===== config.mk =====
export PLATFORM = sky130hd
export DESIGN_NAME = card_access_controller
export DESIGN_NICKNAME = d
export VERILOG_FILES = /design/src/include/card_access_pkg.sv /design/src/hdl/card_write_fifo.sv /design/src/hdl/card_access_controller.sv
export VERILOG_INCLUDE_DIRS = /design/src /design/src/include
export SDC_FILE = /design/constraint.sdc
export NUM_CORES = 1
export LEC_CHECK = 0
export CORE_ASPECT_RATIO = 0.9
export CORE_MARGIN = 3
export CORE_UTILIZATION = 55
export DETAILED_ROUTE_END_ITERATION = 8
export DONT_BUFFER_PORTS = 1
export GPL_TIMING_DRIVEN = 0
export PLACE_DENSITY_LB_ADDON = 0.2
export SLEW_MARGIN = 20
export SYNTH_ARGS = -nofsm -noshare
export SYNTH_HDL_FRONTEND = slang
export SYNTH_SLANG_ARGS = --single-unit

===== constraint.sdc =====
create_clock -name clock -period 12.4 [get_ports clock]
set_clock_uncertainty 0.15 [all_clocks]
set_input_delay 1.86 -clock clock [delete_from_list [all_inputs] [get_ports clock]]
set_output_delay 1.86 -clock clock [all_outputs]
set_load 0.02 [all_outputs]

===== src/include/card_access_params.svh =====
// Purpose: Offsets, field positions, reset values and timing counts
// Assumes: 10 MHz system clock
// Notes: Register indices are word offsets on the two host ports
`ifndef CARD_ACCESS_PARAMS_SVH
`define CARD_ACCESS_PARAMS_SVH
`define REG_SPEED_DETECT 2'h0
`define REG_RESET_READY 2'h1
`define REG_CTRL_BACKPLANE 2'h2
`define REG_CTRL_PROCESSOR 2'h3
`define RESET_LSB 0
`define READY_LSB 8
`define SWAP_LSB 8
`define PACK_LSB 24
`define BCAST_LSB 0
`define HOLD_LSB 18
`define IDLE_LSB 16
`define RESET_INIT 8'hff
`define CLK_PERIOD_NS 100
`define HOLD_250_NS 250
`define HOLD_500_NS 500
`define HOLD_1000_NS 1000
`define HOLD_2000_NS 2000
`define IDLE_50_NS 50
`define IDLE_100_NS 100
`define IDLE_200_NS 200
// Least times round up, never below one cycle
`define CYC_UP(t) (((t) + `CLK_PERIOD_NS - 1) / `CLK_PERIOD_NS)
`define SPEED_STD 2'h2
`define SPEED_RSVD 2'h3
`endif


===== src/include/card_access_pkg.sv =====
// Purpose: Shared types of the card access controller
// Assumes: Nothing
// Notes: Numbers live in the params header
package card_access_pkg;
    typedef enum logic {owner_backplane, owner_processor} owner_t;
    typedef enum logic [1:0] {half_idle, half_first, half_second} half_t;
endpackage


===== src/hdl/card_write_fifo.sv =====
// Purpose: Posted write queue toward the cards
// Assumes: Single clock, synchronous use
// Notes: Read data registered; depth a power of two
`timescale 1ns/1ps
module card_write_fifo #(
    parameter int WIDTH = 32,
    parameter int DEPTH = 8
) (
    input wire logic clock,
    input wire logic sys_rst,
    input wire logic clock_en,
    input wire logic in_valid,
    output logic in_ready,
    input wire logic [WIDTH-1:0] in_data,
    output logic out_valid,
    input wire logic out_ready,
    output logic [WIDTH-1:0] out_data,
    output logic empty
);
    localparam int AW = $clog2(DEPTH);
    logic [WIDTH-1:0] mem [DEPTH];
    logic [AW:0] wr_ptr;
    logic [AW:0] rd_ptr;
    logic [AW:0] count;
    logic push;
    logic pop;
    assign count = wr_ptr - rd_ptr;
    assign in_ready = (count != DEPTH[AW:0]);
    assign empty = (count == '0) && !out_valid;
    assign push = in_valid && in_ready && clock_en;
    // Output register refills whenever empty or being drained
    assign pop = clock_en && (count != '0) && (!out_valid || out_ready);
    always_ff @(posedge clock) begin
        if (push) begin
            mem[wr_ptr[AW-1:0]] <= in_data;
        end
    end
    always_ff @(posedge clock or posedge sys_rst) begin
        if (sys_rst) begin
            wr_ptr <= '0;
        end else if (push) begin
            wr_ptr <= wr_ptr + 1'b1;
        end
    end
    always_ff @(posedge clock or posedge sys_rst) begin
        if (sys_rst) begin
            rd_ptr <= '0;
        end else if (pop) begin
            rd_ptr <= rd_ptr + 1'b1;
        end
    end
    always_ff @(posedge clock or posedge sys_rst) begin
        if (sys_rst) begin
            out_valid <= 1'b0;
            out_data <= '0;
        end else if (clock_en) begin
            if (pop) begin
                out_valid <= 1'b1;
                out_data <= mem[rd_ptr[AW-1:0]];
            end else if (out_ready) begin
                out_valid <= 1'b0;
            end
        end
    end
endmodule


===== src/hdl/card_access_controller.sv =====
// Purpose: Card access controller between backplane host and processor host
// Assumes: One 10 MHz clock; card status pins are asynchronous
// Notes: Posted writes pass an 8-word queue before reaching the cards
// Operation
// - Speed status register holds two bits per card, card 8 at top
// - Speed codes 00 single, 01 double, 10 standard or empty; 11 never
// - Ready bits for cards 1..8 sit in the upper byte of reset register
// - Per-card reset bits in low byte reset to all ones
// - Writing one asserts the card reset line at once
// - Writing zero keeps reset until queued posted writes are flushed
// - Shared flush monitor; pending releases clear together after later queue drains
// - Owner keeps contended card for hold time from grant, then other side
// - Backplane hold code picks 250ns, 500ns, 1us or 2us; reads back
// - Processor hold field same coding; on expiry card goes to backplane
// - After backplane idle time, processor request takes card without hold wait
// - Idle code picks 0, 50ns, 100ns or 200ns
// - Processor idle field alike; backplane then takes card on request
// - Backplane swap bit puts first half-word high, else low
// - Processor pack bit splits one 32-bit cycle into two card cycles
// - Processor swap only with pack and single-width window, same ordering
// - Broadcast write goes simultaneously to all masked cards
`timescale 1ns/1ps
`include "card_access_params.svh"
module card_access_controller #(
    parameter int CARDS = 8,
    parameter int QDEPTH = 8
) (
    input wire logic clock,
    input wire logic sys_rst,
    input wire logic clock_en,
    input wire logic bp_reg_wr,
    input wire logic bp_reg_rd,
    input wire logic [1:0] bp_reg_index,
    input wire logic [31:0] bp_reg_wdata,
    output logic [31:0] bp_reg_rdata,
    input wire logic pr_reg_wr,
    input wire logic pr_reg_rd,
    input wire logic [1:0] pr_reg_index,
    input wire logic [31:0] pr_reg_wdata,
    output logic [31:0] pr_reg_rdata,
    input wire logic [CARDS-1:0] bp_card_req,
    input wire logic [CARDS-1:0] pr_card_req,
    output logic [CARDS-1:0] card_owner_processor,
    input wire logic wr_valid,
    output logic wr_ready,
    input wire logic wr_from_processor,
    input wire logic wr_broadcast,
    input wire logic wr_wide,
    input wire logic [2:0] wr_card,
    input wire logic [31:0] wr_data,
    output logic [CARDS-1:0] card_wr_strobe,
    output logic [15:0] card_wr_data,
    input wire logic [2*CARDS-1:0] card_speed_pins,
    input wire logic [CARDS-1:0] card_ready_pins,
    output logic [CARDS-1:0] card_reset_ctrl
);
    logic [2*CARDS-1:0] speed_s1, speed_s2;
    logic [CARDS-1:0] ready_s1, ready_s2;
    logic [CARDS-1:0] reset_req;
    logic [CARDS-1:0] release_pend;
    logic [CARDS-1:0] halfword_swap;
    logic [CARDS-1:0] processor_swap;
    logic [CARDS-1:0] processor_pack_enable;
    logic [CARDS-1:0] broadcast_select;
    logic [1:0] hold_guarantee_time, idle_handover_time;
    logic [1:0] pr_hold_time, processor_idle_handover_time;
    logic [2*CARDS-1:0] speed_shown;
    logic [31:0] reg_speed, reg_reset, reg_ctrl_bp, reg_ctrl_pr;
    logic [4:0] bp_idle_cnt, pr_idle_cnt;
    logic q_out_valid, q_out_ready, q_empty;
    logic [37:0] q_out, q_in;
    card_access_pkg::half_t half_state;
    logic [CARDS-1:0] next_strobe;

    function automatic logic [4:0] hold_cycles(input logic [1:0] code);
        unique case (code)
            2'h0: hold_cycles = 5'(`CYC_UP(`HOLD_250_NS));
            2'h1: hold_cycles = 5'(`CYC_UP(`HOLD_500_NS));
            2'h2: hold_cycles = 5'(`CYC_UP(`HOLD_1000_NS));
            2'h3: hold_cycles = 5'(`CYC_UP(`HOLD_2000_NS));
        endcase
    endfunction
    function automatic logic [4:0] idle_cycles(input logic [1:0] code);
        unique case (code)
            2'h0: idle_cycles = 5'h0;
            2'h1: idle_cycles = 5'(`CYC_UP(`IDLE_50_NS));
            2'h2: idle_cycles = 5'(`CYC_UP(`IDLE_100_NS));
            2'h3: idle_cycles = 5'(`CYC_UP(`IDLE_200_NS));
        endcase
    endfunction

    // Card status pins are asynchronous
    always_ff @(posedge clock or posedge sys_rst) begin
        if (sys_rst) begin
            speed_s1 <= '0;
            speed_s2 <= '0;
            ready_s1 <= '0;
            ready_s2 <= '0;
        end else if (clock_en) begin
            speed_s1 <= card_speed_pins;
            speed_s2 <= speed_s1;
            ready_s1 <= card_ready_pins;
            ready_s2 <= ready_s1;
        end
    end

    genvar g;
    generate
        for (g = 0; g < CARDS; g++) begin : gen_speed
            // Reserved code shown as standard speed
            assign speed_shown[2*g+1:2*g] = (speed_s2[2*g+1:2*g] == `SPEED_RSVD) ? `SPEED_STD
                : speed_s2[2*g+1:2*g];
        end
    endgenerate

    assign reg_speed = {16'h0, speed_shown};
    assign reg_reset = {16'h0, ready_s2, reset_req};
    assign reg_ctrl_bp = {12'h0, hold_guarantee_time, idle_handover_time, halfword_swap, 8'h0};
    assign reg_ctrl_pr = {processor_pack_enable, 4'h0, pr_hold_time, processor_idle_handover_time,
        processor_swap, broadcast_select};
    assign card_reset_ctrl = reset_req;

    function automatic logic [31:0] reg_mux(input logic [1:0] idx, input logic [31:0] a,
        input logic [31:0] b, input logic [31:0] c, input logic [31:0] d);
        unique case (idx)
            `REG_SPEED_DETECT: reg_mux = a;
            `REG_RESET_READY: reg_mux = b;
            `REG_CTRL_BACKPLANE: reg_mux = c;
            `REG_CTRL_PROCESSOR: reg_mux = d;
        endcase
    endfunction

    always_ff @(posedge clock or posedge sys_rst) begin
        if (sys_rst) begin
            bp_reg_rdata <= '0;
            pr_reg_rdata <= '0;
        end else if (clock_en) begin
            if (bp_reg_rd) begin
                bp_reg_rdata <= reg_mux(bp_reg_index, reg_speed, reg_reset, reg_ctrl_bp, reg_ctrl_pr);
            end
            if (pr_reg_rd) begin
                pr_reg_rdata <= reg_mux(pr_reg_index, reg_speed, reg_reset, reg_ctrl_bp, reg_ctrl_pr);
            end
        end
    end

    // Only the backplane side writes its control register
    always_ff @(posedge clock or posedge sys_rst) begin
        if (sys_rst) begin
            hold_guarantee_time <= 2'h0;
            idle_handover_time <= 2'h0;
            halfword_swap <= '0;
        end else if (clock_en && bp_reg_wr && bp_reg_index == `REG_CTRL_BACKPLANE) begin
            hold_guarantee_time <= bp_reg_wdata[`HOLD_LSB+:2];
            idle_handover_time <= bp_reg_wdata[`IDLE_LSB+:2];
            halfword_swap <= bp_reg_wdata[`SWAP_LSB+:CARDS];
        end
    end

    always_ff @(posedge clock or posedge sys_rst) begin
        if (sys_rst) begin
            processor_pack_enable <= '0;
            pr_hold_time <= 2'h0;
            processor_idle_handover_time <= 2'h0;
            processor_swap <= '0;
            broadcast_select <= '0;
        end else if (clock_en && pr_reg_wr && pr_reg_index == `REG_CTRL_PROCESSOR) begin
            processor_pack_enable <= pr_reg_wdata[`PACK_LSB+:CARDS];
            pr_hold_time <= pr_reg_wdata[`HOLD_LSB+:2];
            processor_idle_handover_time <= pr_reg_wdata[`IDLE_LSB+:2];
            processor_swap <= pr_reg_wdata[`SWAP_LSB+:CARDS];
            broadcast_select <= pr_reg_wdata[`BCAST_LSB+:CARDS];
        end
    end

    // Reset bits; either host may write. Queue monitor is shared, not per card.
    logic rst_wr;
    logic [CARDS-1:0] rst_wdata;
    assign rst_wr = (bp_reg_wr && bp_reg_index == `REG_RESET_READY)
        || (pr_reg_wr && pr_reg_index == `REG_RESET_READY);
    assign rst_wdata = (bp_reg_wr && bp_reg_index == `REG_RESET_READY) ? bp_reg_wdata[`RESET_LSB+:CARDS]
        : pr_reg_wdata[`RESET_LSB+:CARDS];
    // A later release restarts the flush of the queue as it then stands
    logic [3:0] flush_left;
    always_ff @(posedge clock or posedge sys_rst) begin
        if (sys_rst) begin
            reset_req <= `RESET_INIT;
            release_pend <= '0;
            flush_left <= '0;
        end else if (clock_en) begin
            if (rst_wr) begin
                reset_req <= reset_req | rst_wdata;
                release_pend <= (release_pend | (reset_req & ~rst_wdata)) & ~rst_wdata;
                flush_left <= 4'(QDEPTH + 1);
            end else if (release_pend != '0) begin
                if (q_empty || flush_left == 4'h0) begin
                    reset_req <= reset_req & ~release_pend;
                    release_pend <= '0;
                end else if (q_out_valid && q_out_ready) begin
                    flush_left <= flush_left - 4'h1;
                end
            end
        end
    end

    // Idle counters per side saturate at 31 cycles, past the largest idle setting
    always_ff @(posedge clock or posedge sys_rst) begin
        if (sys_rst) begin
            bp_idle_cnt <= '0;
            pr_idle_cnt <= '0;
        end else if (clock_en) begin
            bp_idle_cnt <= (bp_card_req != '0) ? 5'h0 : (bp_idle_cnt == 5'h1f ? bp_idle_cnt : bp_idle_cnt + 5'h1);
            pr_idle_cnt <= (pr_card_req != '0) ? 5'h0 : (pr_idle_cnt == 5'h1f ? pr_idle_cnt : pr_idle_cnt + 5'h1);
        end
    end

    generate
        for (g = 0; g < CARDS; g++) begin : gen_arb
            card_access_pkg::owner_t owner;
            logic [4:0] held;
            logic bp_idle, pr_idle, to_pr, to_bp;
            // Idle time counted over the whole side, not per card
            assign bp_idle = bp_idle_cnt >= idle_cycles(idle_handover_time);
            assign pr_idle = pr_idle_cnt >= idle_cycles(processor_idle_handover_time);
            assign to_pr = owner == card_access_pkg::owner_backplane && pr_card_req[g]
                && (!bp_card_req[g] ? bp_idle : held >= hold_cycles(hold_guarantee_time));
            assign to_bp = owner == card_access_pkg::owner_processor && bp_card_req[g]
                && (!pr_card_req[g] ? pr_idle : held >= hold_cycles(pr_hold_time));
            always_ff @(posedge clock or posedge sys_rst) begin
                if (sys_rst) begin
                    owner <= card_access_pkg::owner_backplane;
                    held <= '0;
                end else if (clock_en) begin
                    if (to_pr || to_bp) begin
                        owner <= to_pr ? card_access_pkg::owner_processor : card_access_pkg::owner_backplane;
                        held <= 5'h0;
                    end else if (held != 5'h1f) begin
                        held <= held + 5'h1;
                    end
                end
            end
            assign card_owner_processor[g] = owner == card_access_pkg::owner_processor;
        end
    endgenerate

    // Queue word: source, broadcast, wide, card, data
    assign q_in = {wr_from_processor, wr_broadcast, wr_wide, wr_card, wr_data};
    card_write_fifo #(.WIDTH(38), .DEPTH(QDEPTH)) u_queue (
        .clock(clock),
        .sys_rst(sys_rst),
        .clock_en(clock_en),
        .in_valid(wr_valid),
        .in_ready(wr_ready),
        .in_data(q_in),
        .out_valid(q_out_valid),
        .out_ready(q_out_ready),
        .out_data(q_out),
        .empty(q_empty)
    );

    // Drain side: cards in reset stall nothing, their writes are dropped
    logic q_pr, q_bc, q_wide, split, swap_sel;
    logic [2:0] q_card;
    assign q_pr = q_out[37];
    assign q_bc = q_out[36];
    assign q_wide = q_out[35];
    assign q_card = q_out[34:32];
    assign split = !q_bc && q_wide && (q_pr ? processor_pack_enable[q_card] : 1'b1);
    assign swap_sel = q_pr ? processor_swap[q_card] : halfword_swap[q_card];
    assign q_out_ready = (half_state == card_access_pkg::half_second)
        || (half_state == card_access_pkg::half_idle && q_out_valid && !split);
    always_comb begin
        next_strobe = '0;
        if (q_out_valid && half_state != card_access_pkg::half_idle) begin
            next_strobe[q_card] = 1'b1;
        end else if (q_out_valid && q_bc) begin
            next_strobe = broadcast_select;
        end else if (q_out_valid) begin
            next_strobe[q_card] = 1'b1;
        end
    end
    always_ff @(posedge clock or posedge sys_rst) begin
        if (sys_rst) begin
            half_state <= card_access_pkg::half_idle;
            card_wr_strobe <= '0;
            card_wr_data <= '0;
        end else if (clock_en) begin
            card_wr_strobe <= next_strobe & ~reset_req;
            unique case (half_state)
                card_access_pkg::half_idle: begin
                    card_wr_data <= (split && swap_sel) ? q_out[31:16] : q_out[15:0];
                    if (q_out_valid && split) begin
                        half_state <= card_access_pkg::half_first;
                    end
                end
                card_access_pkg::half_first: begin
                    card_wr_data <= swap_sel ? q_out[15:0] : q_out[31:16];
                    half_state <= card_access_pkg::half_second;
                end
                card_access_pkg::half_second: begin
                    card_wr_strobe <= '0;
                    half_state <= card_access_pkg::half_idle;
                end
            endcase
        end
    end

    a_reserved_speed: assert property (@(posedge clock) disable iff (sys_rst)
        reg_speed[15:14] != 2'h3 && reg_speed[1:0] != 2'h3) else $error("reserved speed code shown");
    a_reset_init: assert property (@(posedge clock) $fell(sys_rst) |-> reset_req == 8'hff)
        else $error("reset bits not all ones after reset");
    a_reset_at_once: assert property (@(posedge clock) disable iff (sys_rst)
        (clock_en && bp_reg_wr && bp_reg_index == 2'h1) |=> (card_reset_ctrl & $past(bp_reg_wdata[7:0])) == $past(bp_reg_wdata[7:0]))
        else $error("reset not asserted at once");
    a_hold_until_flush: assert property (@(posedge clock) disable iff (sys_rst)
        ($fell(card_reset_ctrl[0]) && !$past(rst_wr)) |-> $past(q_empty || flush_left == 4'h0))
        else $error("reset released before queue flushed");
    a_joint_clear: assert property (@(posedge clock) disable iff (sys_rst)
        (clock_en && !rst_wr && release_pend != 8'h0 && (q_empty || flush_left == 4'h0))
        |=> (reset_req & $past(release_pend)) == 8'h0)
        else $error("pending releases not cleared together");
    a_bp_ctrl_only: assert property (@(posedge clock) disable iff (sys_rst)
        (pr_reg_wr && !(bp_reg_wr && bp_reg_index == 2'h2)) |=> $stable(hold_guarantee_time))
        else $error("processor changed backplane control");
    a_hold_respected: assert property (@(posedge clock) disable iff (sys_rst)
        (clock_en && gen_arb[0].owner == card_access_pkg::owner_backplane && bp_card_req[0] && pr_card_req[0]
        && gen_arb[0].held < hold_cycles(hold_guarantee_time)) |=> !card_owner_processor[0])
        else $error("card taken before hold time");
    a_broadcast_mask: assert property (@(posedge clock) disable iff (sys_rst)
        (clock_en && q_out_valid && q_bc && half_state == card_access_pkg::half_idle)
        |=> card_wr_strobe == ($past(broadcast_select) & ~$past(reset_req)))
        else $error("broadcast strobes differ from mask");
endmodule


Yosys cells after proc, flatten, opt, wreduce, memory -nomap -nowiden. Memories as Yosys holds them, arrays and structs flattened. A register that Yosys moved wholly into a read port is not among the register bits. Cells that the tools add are included. W data, S select, Z words.

Output and inout port bits: 105. Register bits: 265. RAM bits: 304. Logic and storage cells: 351. Input bits: 154. Memories: 1.

Multiplexer cells: 92. Reduce and logical (&&, ||, !) cells: 123. $lt $le $gt $ge: 20. Equality and inequality tests: 43. Add/sub/neg operators: 14. Bitwise gates (word level): 17.

Memory list: u_queue.mem (words 8, width 38, read ports 1, clocked after Yosys merged registers in 1, write ports 1, line card_write_fifo.sv:21) `logic [WIDTH-1:0] mem [DEPTH];`.

Operators by type and width (count): $pmux W32 S4 (2); $mux W5 (20); $ge A5 B5 Y1 (18); $mux W8 (11); $logic_and A1 B1 Y1 (53); $add A5 B1 Y5 const B (10); $reduce_and A2 Y1 (24); $eq A2 B2 Y1 const B (21); $ne A5 B5 Y1 const B (8); $pmux W5 S4 (2); $mux W1 (34); $and A8 B8 Y8 (4); $mux W16 (2); $pmux W16 S2 (1); $pmux W5 S3 (2); $reduce_bool A2 Y1 (14); $not A8 Y8 (3); $reduce_bool A8 Y1 (3); $mux W2 (9); $mux W4 (4); $or A8 B8 Y8 (2); $eq A2 B1 Y1 const B (7); $logic_not A2 Y1 (7); $logic_or A1 B1 Y1 (12); other kinds (19) (36).

Depth between registers and ports, before layout.
Depth after elaboration: 12. Depth in mapped cells: 13. Gate-level depth less buffers: 9.

By module. A second synthesis with hierarchy kept.

Cell total of the unflattened synthesis: 1934. Area, all modules: 27674.0 µm².

Modules (own cells, without submodules): card_access_controller (sequential area each 6216.0 µm², cells an instance 1270, times used 1, area each 14059.7 µm²); card_write_fifo (sequential area each 10304.9 µm², cells an instance 664, times used 1, area each 13614.3 µm²).

Least setup slack after synthesis. No wires, ideal clock.

Path kind: reg2reg. Start point: register u_queue.rd_ptr[1]. End point: memory u_queue.mem[2][0], enable pin. Setup time: 0.489 ns. Setup slack: 6.096 ns. Data arrival time: 5.665 ns. Buffers on the path: 3. Stages on the path, launching flop included: 12. Data required time: 11.761 ns. Period minus slack after synthesis: 6.304 ns. Cell sequence: dfrtp_1 > clkbuf_1 > clkbuf_1 > buf_1 > inv_1 > ha_1 > nor2b_1 > o21a_1 > or3_1 > a31oi_1 > nand2b_1 > nor3b_1.

Word-level cells in the longest chain between the ends: 6.

RTL lines: start: declaration (line card_write_fifo.sv:23) `logic [AW:0] rd_ptr;`; start signal: assignment (line card_write_fifo.sv:49) `rd_ptr <= rd_ptr + 1'b1;`; $sub A4 B4 Y4 (line card_write_fifo.sv:27) `assign count = wr_ptr - rd_ptr;`; $ne A4 B4 Y1 (line card_write_fifo.sv:28) `assign in_ready = (count != DEPTH[AW:0]);`; $logic_and A1 B1 Y1 (2 in a row) (line card_write_fifo.sv:30) `assign push = in_valid && in_ready && clock_en;`; $mux W1 (line card_write_fifo.sv:34) `if (push) begin`; $mux W1 (implied by the code) (line card_write_fifo.sv:35) `mem[wr_ptr[AW-1:0]] <= in_data;`; end: declaration (line card_write_fifo.sv:21).

Every way passes these cells.

Final worst setup path.
Start point: register u_queue.rd_ptr[1]. End point: output port wr_ready.

Word-level cells in the longest chain between the ends: 2.

RTL lines: $sub A4 B4 Y4 (line card_write_fifo.sv:27); $ne A4 B4 Y1 (line card_write_fifo.sv:28); end: declaration (line card_access_controller.sv:45) `output logic wr_ready,`.

Every way passes these cells.

==> qor.json <==
{
  "outcome": {
    "outcome": "finished clean"
  },
  "clocking": {
    "cts_hold_buf": 0,
    "cts.clk_slew.worst_paths_ns": 0.07,
    "worstSkewPairLatency_ns": 0.63,
    "clock_sink_count": 599,
    "cts.path.max_buffers": 3,
    "htree_num_levels": 2,
    "post_cts.repair.setup_buffers": 0,
    "clock_tree_from_tritoncts": "done",
    "ctsResizeCount": 0,
    "cts_made_buffers": 59,
    "clock_tree.root_cell": "sky130_fd_sc_hd__clkbuf_16"
  },
  "drt": {
    "post_drt_via_cell_ratio": 6.16,
    "starting_drc_count_in_detailed_routing": 1377,
    "drcViolationCount": 0,
    "num_vias": 16900,
    "antenna_left": 0,
    "wire_length_per_cell_um": 24.9,
    "route.final.wire_length_mm": 68.4,
    "drt_first_pass_iters": 6
  },
  "timing": {
    "max-slew-margin-rel": 0.277,
    "timing.setup.tns_ns": 0,
    "finalSetupViolCount": 0,
    "worst_pin_slew_ns": 1.08,
    "finalHoldViolations": 0,
    "timing.final.crit_period_ns": 5.94,
    "finalMaxSlewViolations": 0,
    "final_worst_hold_slack_ns": 0.292,
    "fin_crit_sh": 0.479,
    "max_freq_ghz": 0.168,
    "rsz_0062_raised_after_global_routing": "false"
  },
  "die": {
    "core_um2": 49200,
    "design.portCount": 259,
    "placement_rows": 77,
    "initial_core_util": 0.558,
    "design.die.area_um2": 52700,
    "die_w_um": 242,
    "die_ht_um": 218
  },
  "grt": {
    "grt_pass1_wl_mm": 104,
    "globalRoute.totalOverflow": 0,
    "grt_start_max_net_pins": 100,
    "grt.total_usage": 0.258,
    "antenna_violations_before_repair": 3,
    "vias_in_the_first_global_route": 17600
  },
  "pwr": {
    "power-per-cell-area_nw_per_um2": 228,
    "power_leakage_nw": 12.1,
    "total_power_mw": 7.00,
    "worst_ir_drop_vdd_mv": 0.163
  },
  "place": {
    "place.port_buffers": 0,
    "placed_cells_incl_taps": 2637,
    "gp_congestion": 0.900,
    "hpwlAfterDp_mm": 48.3
  },
  "logic_synthesis": {
    "synth_async_sr_flop_share": 0.492,
    "yosys.cell_types.count": 66,
    "synth_ff_type": "sky130_fd_sc_hd__edfxtp_1",
    "synthesis.instances": 1923,
    "portion_of_the_post_synthesis_area_used_by_sequential_elements": 0.601,
    "synth_area_per_cell_um2": 14.3,
    "synth.ff_latch_count": 599,
    "synth-edff-count": 304,
    "syn_std_cell_area_um2": 27500,
    "synth-warning-count": 0
  },
  "worst_setup_path": {
    "critical_path_required_ns": 10.39,
    "cp-start-kind": "flip-flop",
    "timing.critical_path.arrival_ns": 3.93,
    "type_of_destination_of_the_critical_path": "output port",
    "worstSetupPathType": "reg2out",
    "crit_path_max_fanout": 10
  },
  "cells_and_area": {
    "post_route_insts_no_fill": 2748,
    "fill_cells": 3627,
    "layout_commonest_cell": "sky130_fd_sc_hd__edfxtp_1",
    "mostFrequentLayoutCells": "sky130_fd_sc_hd__edfxtp_1 (304), sky130_fd_sc_hd__dfrtp_1 (287), sky130_fd_sc_hd__o21ai_0 (157)",
    "area_growth_pct": 12.0,
    "fin_nets": 2296,
    "layout-drive-gt1-share": 0.193,
    "finalCoreUtilization": 0.625
  },
  "worst_hold_path": {
    "hold_class": "reg2reg"
  },
  "job": {
    "timing.max_cap.violations": 0
  }
}
power breakdown:
part / internal [mW] / total (mW) / switching [mW]
clock network: 1.07 / 1.83 / 0.762
logic: 1.01 / 2.20 / 1.19
registers: 2.49 / 2.97 / 0.480
worst max-delay path, cell delays in order, from the launching register on:
cell and delay [ns]:
sky130_fd_sc_hd__dfrtp_1 0.36, sky130_fd_sc_hd__clkbuf_1 0.31, sky130_fd_sc_hd__clkbuf_1 0.59, sky130_fd_sc_hd__buf_1 0.63
sky130_fd_sc_hd__inv_1 0.10, sky130_fd_sc_hd__ha_1 0.32, sky130_fd_sc_hd__nor2b_1 0.13, sky130_fd_sc_hd__o21a_1 0.19
sky130_fd_sc_hd__or3_1 0.37, sky130_fd_sc_hd__nand3_1 0.27
cell usage after synthesis, types with 10 or more instances:
cell type	number	share of area
sky130_fd_sc_hd__mux2_4	12	0.0066
sky130_fd_sc_hd__xor2_1	12	0.0038
sky130_fd_sc_hd__nor3_1	20	0.0036
sky130_fd_sc_hd__o211ai_1	21	0.0057
sky130_fd_sc_hd__a22o_1	40	0.013
sky130_fd_sc_hd__clkbuf_1	72	0.0098
sky130_fd_sc_hd__inv_1	70	0.0096
sky130_fd_sc_hd__nand3b_1	16	0.0044
sky130_fd_sc_hd__xnor2_1	12	0.0038
sky130_fd_sc_hd__mux2i_1	81	0.030
sky130_fd_sc_hd__nor2b_1	27	0.0061
sky130_fd_sc_hd__nand2_1	137	0.019
sky130_fd_sc_hd__nor2_1	50	0.0068
sky130_fd_sc_hd__mux4_2	93	0.076
sky130_fd_sc_hd__a21oi_1	30	0.0055
sky130_fd_sc_hd__mux2_2	120	0.049
sky130_fd_sc_hd__o21ai_0	157	0.029
sky130_fd_sc_hd__buf_4	17	0.0046
sky130_fd_sc_hd__dfrtp_1	287	0.26
sky130_fd_sc_hd__and3_1	11	0.0025
sky130_fd_sc_hd__nand3_1	10	0.0018
sky130_fd_sc_hd__a22oi_1	12	0.0033
sky130_fd_sc_hd__buf_1	10	0.0014
sky130_fd_sc_hd__a31oi_1	24	0.0055
sky130_fd_sc_hd__a221o_1	16	0.0058
sky130_fd_sc_hd__ha_1	115	0.052
sky130_fd_sc_hd__edfxtp_1	304	0.33
sky130_fd_sc_hd__o32ai_1	13	0.0041
metrics by stage:
step                      setup slack (ns)  instance area, um^2
after CTS                             6.43                30800
after global routing                  6.31                30800
after detailed placement              6.93                28800
after floorplan                       2.26                27500
final                                 6.46                30800
after global placement               -1.01                28300
per-layer routing:
| metal | part of all wire | track usage | vias up |
|---|---|---|---|
| met5 | 0 | 0 | - |
| met4 | 0.027 | 0.0850 | 0 |
| met3 | 0.080 | 0.0660 | 112 |
| met2 | 0.48 | 0.427 | 571 |
| met1 | 0.41 | 0.338 | 8718 |
| li1 | - | - | 7531 |
kinds of logic (layout without fill, tap and decap cells):
| group | count (synthesis) | count (layout) | share of synthesized area |
|---|---|---|---|
| buffers and inverters | 181 | 325 | 0.0287 |
| and+or+nand+nor | 326 | 326 | 0.0585 |
| AOI/OAI and AO/OA | 370 | 370 | 0.0886 |
| xor gates and xnor gates | 24 | 24 | 0.00765 |
| muxes | 307 | 307 | 0.162 |
| adders and majority gates | 115 | 115 | 0.0524 |
| DFF | 599 | 599 | 0.601 |
| other | 1 | 11 | 0.000137 |
registers in the layout, summed over array words and instances (netlist names), 16 cells and up:
| signal | count |
|---|---|
| speed_s1 | 16 |
| u_queue.out_data | 38 |
| gen_arb.held | 40 |
| card_wr_data | 16 |
| pr_reg_rdata | 28 |
| speed_s2 | 16 |
| bp_reg_rdata | 28 |
| u_queue.mem | 304 |
layout make-up:
class / count / area [um^2] / area share
Multi-Input combinational cell: 1150 / 10200 / 0.332
Timing Repair Buffer: 36 / 417 / 0.0135
Tap cell: 671 / 840 / 0.0273
Inverter: 72 / 278 / 0.00903
Clock inverter: 29 / 358 / 0.0116
Antenna cell: 3 / 7.51 / 0.000244
Clock buffer: 79 / 1600 / 0.0521
Sequential cell: 599 / 16500 / 0.537
Buffer: 109 / 520 / 0.0169
final timing paths:
check,end,slack [ns],depth (start not counted),from
setup / recovery,wr_ready,6.46,9,u_queue.rd_ptr[1]$_DFFE_PP0P_
hold / removal,card_reset_ctrl[1]$_DFFE_PP1P_,0.29,1,release_pend[1]$_DFFE_PP0P_
setup reg to reg,u_queue.mem[6][9]$_DFFE_PP_,6.88,14,u_queue.rd_ptr[1]$_DFFE_PP0P_
hold reg to reg,card_reset_ctrl[1]$_DFFE_PP1P_,0.29,1,release_pend[1]$_DFFE_PP0P_
max in group asynchronous,card_wr_data[0]$_DFFE_PP0P_,9.64,4,sys_rst
min in group asynchronous,pr_reg_rdata[16]$_DFFE_PP0P_,0.90,1,sys_rst
Note: power is estimated with default switching activity, not from simulation.
